**src/rtl/irq_pkg.sv**
```systemverilog
package irq_pkg;
  // Register byte offsets on the AHB-Lite slave
  localparam logic [7:0] FLAG_OFS     = 8'h00;  // Maskable request flags
  localparam logic [7:0] MASK_OFS     = 8'h04;  // Mask flags
  localparam logic [7:0] CTRL_OFS     = 8'h08;  // Enable and watchdog mode
  localparam logic [7:0] STAT_OFS     = 8'h0c;  // Live state, read only
  // Control register fields
  localparam int CTRL_IE_BIT  = 0;              // Global interrupt enable
  localparam int CTRL_WIV_BIT = 1;              // Watchdog as interval timer
  // Status register fields
  localparam int STAT_KEY_BIT = 0;              // Key wake pending
  localparam int STAT_WDN_BIT = 1;              // Watchdog NMI pending
  localparam int STAT_ACT_BIT = 2;              // NMI service running
  localparam int STAT_REQ_BIT = 3;              // Request to CPU
  localparam int STAT_VEC_LSB = 16;             // Vector field position
  // Maskable source count and positions, priority equals index
  localparam int NUM_SRC = 5;
  localparam int SRC_WDT = 0;
  localparam int SRC_TM1 = 1;
  localparam int SRC_TM2 = 2;
  localparam int SRC_LVD = 3;
  localparam int SRC_NVW = 4;
  // Reset values
  localparam logic [NUM_SRC-1:0] FLAG_RST = 5'h00;
  localparam logic [NUM_SRC-1:0] MASK_RST = 5'h1f;
  localparam logic [1:0]         CTRL_RST = 2'h0;
  // Sources present in the basic variant
  localparam logic [NUM_SRC-1:0] BASIC_SRC = 5'h07;
  // Vector table addresses
  localparam logic [15:0] VEC_KEY = 16'h0002;
  localparam logic [15:0] VEC_WDT = 16'h0004;
  localparam logic [15:0] VEC_TM1 = 16'h0006;
  localparam logic [15:0] VEC_TM2 = 16'h0008;
  localparam logic [15:0] VEC_LVD = 16'h000a;
  localparam logic [15:0] VEC_NVW = 16'h000c;
  // Winner of the request selection
  typedef enum logic [2:0] {SEL_NONE, SEL_KEY, SEL_WDN, SEL_MASK} sel_kind_t;
endpackage : irq_pkg

```
**src/rtl/interrupt_source_and_key_wake.sv**
```systemverilog
// Operation
// - Key pin fall in stop raises wake request
// - Key request unmaskable, stop only, no masks
// - Any key pin low blocks new detection
// - NMI ignores enable and beats maskables
// - Every unmasked request drives the wake signal
// - Two NMI sources: key pins, watchdog
// - Basic variant three sources, nonvolatile five
// - Simultaneous maskables served by priority 0..4
// - Key request is external, vector 0002H
// - Watchdog mode overflow is NMI, vector 0004H
// - Interval watchdog overflow is maskable level 0
// - First timer match level 1, vector 0006H
// - Second timer match level 2, vector 0008H
// - Low voltage level 3, vector 000AH, nonvolatile
// - Write done level 4, vector 000CH, nonvolatile
// - Accept when flag set, mask clear, enabled
// - Acceptance clears the request flag
// - NMI acceptance clears global enable
// - No new NMI until return from interrupt
//
// Register access over AHB-Lite and the placing of the registers were chosen for this implementation.
module interrupt_source_and_key_wake #(
  parameter bit NV_VARIANT = 1'b1             // 1 gives the five-source variant
) (
  // Clock and reset
  input  wire logic        sys_clk,
  input  wire logic        rst_n,
  // AHB-Lite slave
  input  wire logic        hsel,
  input  wire logic [31:0] haddr,
  input  wire logic [1:0]  htrans,
  input  wire logic        hwrite,
  input  wire logic [2:0]  hsize,
  input  wire logic [31:0] hwdata,
  input  wire logic        hready,
  output logic      [31:0] hrdata,
  output logic             hreadyout,
  output logic             hresp,
  // Source events
  input  wire logic [3:0]  key_input_pin,
  input  wire logic        watchdog_overflow_request,
  input  wire logic        first_timer_match_request,
  input  wire logic        second_timer_match_request,
  input  wire logic        low_voltage_request,
  input  wire logic        nv_write_done_request,
  // CPU side
  input  wire logic        stop_standby,
  input  wire logic        cpu_ack,
  input  wire logic        return_from_interrupt,
  output logic             irq_req,
  output logic             irq_nmi,
  output logic      [15:0] irq_vector,
  output logic             wake
);
  localparam int N = irq_pkg::NUM_SRC;

  // Implemented sources for this variant
  localparam logic [N-1:0] IMPL = NV_VARIANT ? {N{1'b1}} : irq_pkg::BASIC_SRC;

  // Elaboration guard: selection and vector table assume five sources
  if (N != 5) begin : g_bad_count
    $error("Source count must be five");
  end

  // Vector of a maskable source index
  function automatic logic [15:0] vec_of(input int idx);
    case (idx)
      irq_pkg::SRC_WDT: vec_of = irq_pkg::VEC_WDT;
      irq_pkg::SRC_TM1: vec_of = irq_pkg::VEC_TM1;
      irq_pkg::SRC_TM2: vec_of = irq_pkg::VEC_TM2;
      irq_pkg::SRC_LVD: vec_of = irq_pkg::VEC_LVD;
      default:          vec_of = irq_pkg::VEC_NVW;
    endcase
  endfunction : vec_of

  // State
  logic [N-1:0] flag_q;          // Maskable request flags
  logic [N-1:0] mask_q;          // Mask flags, one disables
  logic         ie_q;            // Global interrupt enable
  logic         wiv_q;           // Watchdog in interval mode
  logic         key_nmi_q;       // Key wake pending
  logic         wdt_nmi_q;       // Watchdog NMI pending
  logic         nmi_act_q;       // NMI service running
  logic [3:0]   key_prev_q;      // Key pins last cycle
  logic         lvd_prev_q;      // Low voltage last cycle
  logic         req_q;           // Registered request
  irq_pkg::sel_kind_t kind_q;    // Registered winner kind
  logic [2:0]   idx_q;           // Registered maskable index
  logic [15:0]  vec_q;           // Registered vector

  // Bus pipeline
  logic         dp_wr_q;         // Write in data phase
  logic [7:0]   dp_ofs_q;        // Offset of data phase
  logic [31:0]  rdata_q;         // Read data

  // Source event detection
  logic         key_fall;
  logic [N-1:0] set_ev;
  logic [N-1:0] pend;
  logic         acc;

  // Key fall seen only when all pins were high before
  assign key_fall = stop_standby & (&key_prev_q) & ~(&key_input_pin);

  // Low voltage sets on its rising edge only, so a held low supply sets once
  assign set_ev[irq_pkg::SRC_WDT] = watchdog_overflow_request & wiv_q;
  assign set_ev[irq_pkg::SRC_TM1] = first_timer_match_request;
  assign set_ev[irq_pkg::SRC_TM2] = second_timer_match_request;
  assign set_ev[irq_pkg::SRC_LVD] = low_voltage_request & ~lvd_prev_q;
  assign set_ev[irq_pkg::SRC_NVW] = nv_write_done_request;

  assign pend = flag_q & ~mask_q & IMPL;
  assign acc  = cpu_ack & req_q;

  // Edge history
  always_ff @(posedge sys_clk) begin
    if (!rst_n) begin
      key_prev_q <= 4'hf;
      lvd_prev_q <= 1'b0;
    end else begin
      key_prev_q <= key_input_pin;
      lvd_prev_q <= low_voltage_request;
    end
  end

  // Bus address phase capture
  logic ap_take;
  assign ap_take = hsel & htrans[1] & hready;

  // Data phase tracking; reads are registered, so a read right after a write
  // to the same register returns the old value
  always_ff @(posedge sys_clk) begin
    if (!rst_n) begin
      dp_wr_q  <= 1'b0;
      dp_ofs_q <= 8'h00;
    end else begin
      dp_wr_q  <= ap_take & hwrite;
      dp_ofs_q <= haddr[7:0];
    end
  end

  // Write strobes
  logic wr_flag;
  logic wr_mask;
  logic wr_ctrl;
  assign wr_flag = dp_wr_q && (dp_ofs_q == irq_pkg::FLAG_OFS);
  assign wr_mask = dp_wr_q && (dp_ofs_q == irq_pkg::MASK_OFS);
  assign wr_ctrl = dp_wr_q && (dp_ofs_q == irq_pkg::CTRL_OFS);

  // Maskable flags, hardware set wins over write and acceptance clear
  always_ff @(posedge sys_clk) begin
    if (!rst_n) begin
      flag_q <= irq_pkg::FLAG_RST;
    end else begin
      for (int i = 0; i < N; i++) begin
        if (!IMPL[i]) begin
          flag_q[i] <= 1'b0;                 // Absent source
        end else if (set_ev[i]) begin
          flag_q[i] <= 1'b1;
        end else if (acc && kind_q == irq_pkg::SEL_MASK && idx_q == 3'(i)) begin
          flag_q[i] <= 1'b0;
        end else if (wr_flag) begin
          flag_q[i] <= hwdata[i];
        end
      end
    end
  end

  // Mask flags, absent sources stay masked
  always_ff @(posedge sys_clk) begin
    if (!rst_n) begin
      mask_q <= irq_pkg::MASK_RST;
    end else if (wr_mask) begin
      mask_q <= hwdata[N-1:0] | ~IMPL;
    end
  end

  // Enable and watchdog mode; acceptance clears enable over a write
  always_ff @(posedge sys_clk) begin
    if (!rst_n) begin
      ie_q  <= irq_pkg::CTRL_RST[irq_pkg::CTRL_IE_BIT];
      wiv_q <= irq_pkg::CTRL_RST[irq_pkg::CTRL_WIV_BIT];
    end else begin
      if (acc) begin
        ie_q <= 1'b0;
      end else if (wr_ctrl) begin
        ie_q <= hwdata[irq_pkg::CTRL_IE_BIT];
      end
      if (wr_ctrl) begin
        wiv_q <= hwdata[irq_pkg::CTRL_WIV_BIT];
      end
    end
  end

  // Non-maskable pending flags, new event wins over acceptance clear
  always_ff @(posedge sys_clk) begin
    if (!rst_n) begin
      key_nmi_q <= 1'b0;
      wdt_nmi_q <= 1'b0;
    end else begin
      if (key_fall) begin
        key_nmi_q <= 1'b1;
      end else if (acc && kind_q == irq_pkg::SEL_KEY) begin
        key_nmi_q <= 1'b0;
      end
      if (watchdog_overflow_request && !wiv_q) begin
        wdt_nmi_q <= 1'b1;
      end else if (acc && kind_q == irq_pkg::SEL_WDN) begin
        wdt_nmi_q <= 1'b0;
      end
    end
  end

  // NMI service window, closed by return from interrupt
  always_ff @(posedge sys_clk) begin
    if (!rst_n) begin
      nmi_act_q <= 1'b0;
    end else if (acc && (kind_q == irq_pkg::SEL_KEY || kind_q == irq_pkg::SEL_WDN)) begin
      nmi_act_q <= 1'b1;
    end else if (return_from_interrupt) begin
      nmi_act_q <= 1'b0;
    end
  end

  // Selection: NMIs first, then lowest maskable index
  irq_pkg::sel_kind_t kind_d;
  logic [2:0]         idx_d;
  logic [15:0]        vec_d;
  always_comb begin
    kind_d = irq_pkg::SEL_NONE;
    idx_d  = 3'h0;
    vec_d  = 16'h0000;
    if (key_nmi_q && !nmi_act_q) begin
      kind_d = irq_pkg::SEL_KEY;
      vec_d  = irq_pkg::VEC_KEY;
    end else if (wdt_nmi_q && !nmi_act_q) begin
      kind_d = irq_pkg::SEL_WDN;
      vec_d  = irq_pkg::VEC_WDT;
    end else if (ie_q && (|pend)) begin
      kind_d = irq_pkg::SEL_MASK;
      for (int i = N - 1; i >= 0; i--) begin
        if (pend[i]) begin
          idx_d = 3'(i);
          vec_d = vec_of(i);
        end
      end
    end
  end

  // Request register; dropped for one cycle after acceptance so the
  // cleared flag settles before the next pick
  always_ff @(posedge sys_clk) begin
    if (!rst_n) begin
      req_q  <= 1'b0;
      kind_q <= irq_pkg::SEL_NONE;
      idx_q  <= 3'h0;
      vec_q  <= 16'h0000;
    end else begin
      req_q  <= (kind_d != irq_pkg::SEL_NONE) && !acc;
      kind_q <= acc ? irq_pkg::SEL_NONE : kind_d;
      idx_q  <= idx_d;
      vec_q  <= vec_d;
    end
  end

  // Wake on any pending request, whatever the enable
  logic wake_q;
  always_ff @(posedge sys_clk) begin
    if (!rst_n) begin
      wake_q <= 1'b0;
    end else begin
      wake_q <= key_nmi_q | wdt_nmi_q | (|pend);
    end
  end

  // Register read, unmapped reads zero
  always_ff @(posedge sys_clk) begin
    if (!rst_n) begin
      rdata_q <= 32'h0000_0000;
    end else if (ap_take && !hwrite) begin
      rdata_q <= 32'h0000_0000;
      if (haddr[7:0] == irq_pkg::FLAG_OFS) begin
        rdata_q[N-1:0] <= flag_q;
      end else if (haddr[7:0] == irq_pkg::MASK_OFS) begin
        rdata_q[N-1:0] <= mask_q;
      end else if (haddr[7:0] == irq_pkg::CTRL_OFS) begin
        rdata_q[irq_pkg::CTRL_IE_BIT]  <= ie_q;
        rdata_q[irq_pkg::CTRL_WIV_BIT] <= wiv_q;
      end else if (haddr[7:0] == irq_pkg::STAT_OFS) begin
        rdata_q[irq_pkg::STAT_KEY_BIT] <= key_nmi_q;
        rdata_q[irq_pkg::STAT_WDN_BIT] <= wdt_nmi_q;
        rdata_q[irq_pkg::STAT_ACT_BIT] <= nmi_act_q;
        rdata_q[irq_pkg::STAT_REQ_BIT] <= req_q;
        rdata_q[irq_pkg::STAT_VEC_LSB +: 16] <= vec_q;
      end
    end
  end

  // Outputs
  assign hrdata     = rdata_q;
  assign hreadyout  = 1'b1;                  // Zero wait states
  assign hresp      = 1'b0;                  // Always OKAY
  assign irq_req    = req_q;
  assign irq_nmi    = req_q && (kind_q == irq_pkg::SEL_KEY || kind_q == irq_pkg::SEL_WDN);
  assign irq_vector = vec_q;
  assign wake       = wake_q;
endmodule : interrupt_source_and_key_wake

```
**config.mk**
```make
export PLATFORM = sky130hd
export DESIGN_NAME = interrupt_source_and_key_wake
export DESIGN_NICKNAME = d
export VERILOG_FILES = /design/src/rtl/irq_pkg.sv /design/src/rtl/interrupt_source_and_key_wake.sv
export SDC_FILE = /design/constraint.sdc
export NUM_CORES = 1
export LEC_CHECK = 0
export ABC_CLOCK_PERIOD_IN_PS = 1500
export BUFFER_PORTS_ARGS = -buffer_cell sky130_fd_sc_hd__buf_2
export CORE_MARGIN = 3
export CORE_UTILIZATION = 39
export DETAILED_ROUTE_END_ITERATION = 7
export GPL_ROUTABILITY_DRIVEN = 0
export GPL_TIMING_DRIVEN = 0
export PLACE_DENSITY = 0.77
export SLEW_MARGIN = 20
export SYNTH_ARGS = -nofsm -noshare
export SYNTH_HDL_FRONTEND = slang
export SYNTH_SLANG_ARGS = --single-unit
export TNS_END_PERCENT = 10
```
**constraint.sdc**
```tcl
create_clock -name sys_clk -period 1.5 [get_ports sys_clk]
set_input_delay 0.075 -clock sys_clk [delete_from_list [all_inputs] [get_ports sys_clk]]
set_output_delay 0.075 -clock sys_clk [all_outputs]
set_load 0.02 [all_outputs]
```
======== After elaboration in Yosys (flattened, before gate mapping) ========
Cells that the tools add are included.
storage, ports and cells
  bits in registers ....................... 74
  input bits .............................. 86
  output and inout port bits .............. 53
  word-level logic and storage cells ...... 144
operators by class
  eq/ne operators ......................... 12
  muxes and demuxes ....................... 46
  bitwise logic cells ..................... 16
  reductions and logical operators ........ 44
operators with widths
  cell                number
  $mux 16             4
  $eq 8x4->1 const B  3
  $mux 1              23
  $mux 4              5
  $logic_and 1x1->1   19
  $reduce_bool 3->1   6
  $eq 8x3->1 const B  2
  $logic_not 8->1     2
  $mux 2              8
  $mux 3              5
  $eq 3x2->1 const B  4
  $reduce_or 5->1     2
  $and 1x1->1         8
  $reduce_and 4->1    2
  $reduce_or 8->1     1
  $eq 3x1->1 const B  2
  $reduce_bool 2->1   3
  $reduce_or 6->1     1
  $and 5x5->5         1
  $mux 5              1
  $not 5->5           1
  $logic_not 1->1     4
  $not 1->1           4
  $reduce_or 2->1     2
  4 further kinds     5

======== Longest topological paths before layout ========
  depth in word-level cells ............... 10
  gate-level depth with buffers ........... 5

======== Worst setup path after synthesis ========
No wires, ideal clock.
  kind .................................... reg2reg
  start ................................... register dp_ofs_q[4]
  end ..................................... register wiv_q
  data arrival time ....................... 1.455 ns
  required time ........................... 1.384 ns
  setup slack ............................. -0.071 ns
  stages on the path, launching flop included .. 5
  buffers on the path ..................... 0
  path through ............................ dfxtp_1 -> or4b_4 -> or3_1 -> mux2i_1 -> nor2b_1
between the ends
  word-level cells in the longest chain between the ends .. 2
ends and longest elaborated chain
  element                   RTL line                              RTL
  start: declaration        interrupt_source_and_key_wake.sv:94   logic [7:0] dp_ofs_q;
  start signal: assignment  interrupt_source_and_key_wake.sv:139  dp_ofs_q <= haddr[7:0];
  $eq 8x4->1                interrupt_source_and_key_wake.sv:149  assign wr_ctrl = dp_wr_q && (dp_ofs_q == irq_pkg::CTRL_OFS);
  $logic_and 1x1->1         interrupt_source_and_key_wake.sv:149
  end signal: assignment    interrupt_source_and_key_wake.sv:183  wiv_q <= irq_pkg::CTRL_RST[irq_pkg::CTRL_WIV_BIT];
  end signal: assignment    interrupt_source_and_key_wake.sv:191  wiv_q <= hwdata[irq_pkg::CTRL_WIV_BIT];
  end: declaration          interrupt_source_and_key_wake.sv:81   logic wiv_q;
No other way between the ends.
A chain may end at the register's enable or synchronous reset.

======== Worst setup path after layout ========
  start ................................... register dp_ofs_q[4]
  end ..................................... register ie_q
between the ends
  word-level cells in the longest chain between the ends .. 2
ends and longest elaborated chain
  element                 RTL line                              RTL
  $eq 8x4->1              interrupt_source_and_key_wake.sv:149
  $logic_and 1x1->1       interrupt_source_and_key_wake.sv:149
  end signal: assignment  interrupt_source_and_key_wake.sv:182  ie_q <= irq_pkg::CTRL_RST[irq_pkg::CTRL_IE_BIT];
  end signal: assignment  interrupt_source_and_key_wake.sv:188  ie_q <= hwdata[irq_pkg::CTRL_IE_BIT];
  end: declaration        interrupt_source_and_key_wake.sv:80   logic ie_q;
No other way between the ends.

==> results_dict.tcl <==
set metrics [dict create \
    status "finished with violations" \
    violations "setup timing" \
    setup_viol 10 \
    io_buffers 44 \
    swShare_pct 26.8 \
    drt_first_iter_violations 78 \
    path_max_fanout 3 \
    path_delay_family "simple AND/OR/NAND/NOR gates" \
    power.density_nw_per_um2 825 \
    arrival_ps 1830 \
    placed_area_um2 2730 \
    die_h_um 82.3 \
    crit_path_end_kind "register" \
    syn_to_final_growth_pct 30.6 \
    antenna_found_initial 0 \
    clock-sinks 47 \
    tightest_slew_ps 547 \
    cap_viol_max_count 0 \
    initial_core_util_pct 40.8 \
    rr_worst_depth 4 \
    num_vias 1926 \
    multiInputGateArea_um2 1150 \
    ys_seq_area_share_pct 41.4 \
    yosys.cell_types.count 41 \
    grt-ovfl-total 0 \
    maxSlewViolCount 0 \
    required_ps 1690 \
    nets 434 \
    synth_cells 245 \
    cts_root_buf "clkbuf_8" \
    final_hold_viol_count 0 \
    hp-class "in -> reg" \
    dieArea_um2 6780 \
    critPathLaunch "dp_ofs_q[4]$_SDFF_PN0_" \
    avgRoutedWirePerCell_um 12.4 \
    finalWirelength_mm 5.17 \
    rsz0062_at_grt "true" \
    power_frac_clock_pct 29.7 \
    critPathSlowestCell "or4b_4" \
    r2r_start "dp_ofs_q[4]$_SDFF_PN0_" \
    leakage_nw 1.35 \
    drive_gt1_share_pct 30.4 \
    cts_made_buffers 5 \
    core_um2 5570 \
    r2r_slack_ps -130 \
    ys_warn_count 0 \
    crit_type "reg -> reg" \
    holdPathEnd "flag_q[2]$_SDFFE_PN0P_" \
    p_int_mw 1.79 \
    diodes 0 \
    dp_hpwl_mm 4.04 \
    cts_tree "built" \
    whs_path_depth 3 \
    worstPathCellList "or4b_4 > or3_4 > mux2i_1 > nor2_1" \
    io-pin-count 139 \
    ir_drop_uv 333 \
    grt_usage_pct 16.0 \
    post-route-min-period_ps 1630 \
    crit_buf_inv 0 \
    rows 27 \
    power_frac_comb_pct 16.2 \
    regToRegEndpoint "ie_q$_SDFFE_PP0P_" \
    final_core_util_pct 53.2 \
    netlist_area_um2 2270 \
    clk_pin_slew_ps 90 \
    firstDrtPassIters 4 \
    synth_flop_cell "dfxtp_1" \
    ys_ff_latch 47 \
    grt_start_max_net_pins 15 \
    vias_per_cell 4.62 \
    seq_power_share_pct 54.1 \
    hp-start "second_timer_match_request" \
    cpPeakStageDelay_ps 580 \
    finClkSkew_ps 10.5 \
    fin_area_um2 2970 \
    p_sw_mw 0.657 \
    start_kind "register" \
    fmaxAchievable_mhz 612 \
    regArea_um2 945 \
    die_w_um 82.3 \
    grt_pass1_vias 1745 \
    fin_ws_ps -135 \
    synth_edf_count 0 \
    slew_headroom_pct 63.6 \
    synthArstFlopShare_pct 0 \
    htreeDepth 2 \
    insertion_delay_ps 300 \
    drc 0 \
    synth_area_per_cell_um2 9.27 \
    period_share_pct 109 \
    final_antenna_net_count 0 \
    cts_buffer_depth 2 \
    grt_pass1_wl_mm 8.08 \
    n_fill_cell 544 \
]
[registers in the layout, summed over array words and instances, names as in the netlist]
signal / cells
dp_ofs_q: 8
hrdata: 8
ie_q: 1
nmi_act_q: 1
mask_q: 5
dp_wr_q: 1
irq_vector: 3
wake: 1
wiv_q: 1
flag_q: 5
wdt_nmi_q: 1
kind_q: 2
idx_q: 3
lvd_prev_q: 1
key_nmi_q: 1
key_prev_q: 4
irq_req: 1
[stage by stage]
stage	std cells	total power [mW]	hold slack, ps	setup TNS (ps)	worst slack [ps]
after CTS	417	2.46	0.267	-1140	-128
after global routing	417	2.56	6.64	-1560	-203
after floorplan	282	1.63	176	-260	-46.8
final	417	2.45	11.3	-893	-135
after global placement	398	1.72	277	-1990	-154
after detailed placement	398	1.72	279	-2680	-201
[per-layer routing]
layer / GRT usage (%) / share of wire [%]
met1: 19.5 / 43
met2: 27.3 / 49
met3: 4.66 / 7.3
met4: 4.15 / 0.70
met5: 0 / 0
[worst reg2reg max path, cell delays in order (launching register included)]
cell and delay (ps):
dfxtp_1 310, or4b_4 580, or3_4 410, mux2i_1 170, nor2_1 50
[power by group through the flow]
stage                     Combinational, mW  Clock (mW)  Sequential (mW)
after global routing                  0.438       0.792             1.33
after floorplan                       0.274           0             1.35
final                                 0.397       0.728             1.32
after global placement                0.366           0             1.35
after CTS                             0.390       0.742             1.32
after detailed placement              0.369           0             1.35
[cell type report]
cell class | instances | area share [%]
multi-input combinational | 184 | 38.7
tap | 72 | 3.04
sequential | 47 | 31.8
inverter | 5 | 0.633
buffer | 46 | 10.8
clock buffer | 5 | 2.32
timing repair buffer | 56 | 12.2
clock inverter | 2 | 0.464
[synthesized netlist by cell type (all sizes together), types with 2 or more instances]
cell type	instances	area, µm²
dfxtp	47	941
buf	40	297
nand2	26	97.6
nand3	13	65.1
mux2i	12	120
nor2b	12	75.1
and2	10	62.6
nand2b	9	56.3
o21ai	7	35.0
clkbuf	6	22.5
nand4	6	37.5
a22oi	5	37.5
inv	5	18.8
nor2	5	18.8
o211ai	5	37.5
a21oi	4	20.0
a21boi	3	22.5
ha	3	37.5
conb	2	7.51
mux4	2	45.0
nor3	2	32.5
nor3b	2	15.0
nor4	2	27.5
o22ai	2	12.5
or4	2	15.0
or4b	2	23.8
[cells in the final DEF (no fill, tap or decap), types with 2 or more instances in the layout]
cell type and instances:
o22ai_1 2, a22oi_1 5, a21boi_0 3, buf_12 2, nand4_1 6, nor2_1 5, inv_1 5, buf_2 43
mux4_2 2, nor2b_1 12, conb_1 39, mux2i_1 11, and2_1 10, dlygate4sd3_1 10, buf_4 40, nor3b_1 2
a21oi_1 4, o211ai_1 5, dfxtp_2 3, nand2b_1 9, or4b_4 2, dfxtp_1 44, nor3_4 2, clkbuf_1 6
ha_1 3, o21ai_0 6, nand2_1 26, nand3_1 13, clkbuf_8 5
[cells by family (layout without fill, tap and decap cells)]
logic type | count (synthesis) | count (layout) | synth area share (%)
AOI/OAI and AO/OA | 31 | 31 | 9.20
adders and majority gates | 3 | 3 | 1.65
buffers and inverters | 51 | 114 | 14.9
DFF | 47 | 47 | 41.4
muxes | 14 | 14 | 7.27
other | 2 | 39 | 0.331
and+or+nand+nor | 97 | 97 | 25.3
[what timing repair did]
action	in CTS	in global routing
hold buffers	10	0
gates resized for setup	0	5
buffers inserted	2	0
setup endpoints to repair	12	15
endpoints found under the hold margin	10	0
pin swaps	9	4
[worst max path at each step]
stage / end / slack [ps] / cells past startpoint
3_5_place_dp: hrdata[18]$_SDFFE_PN0P_ / -200 / 5
5_1_grt: mask_q[2]$_SDFFE_PN1P_ / -200 / 5
2_1_floorplan: wiv_q$_SDFFE_PN0P_ / -50 / 4
4_1_cts: wiv_q$_SDFFE_PN0P_ / -130 / 4
6_report: ie_q$_SDFFE_PP0P_ / -130 / 4
3_3_place_gp: flag_q[3]$_SDFFE_PN0P_ / -150 / 4
Power figures use the tool's default switching activity.
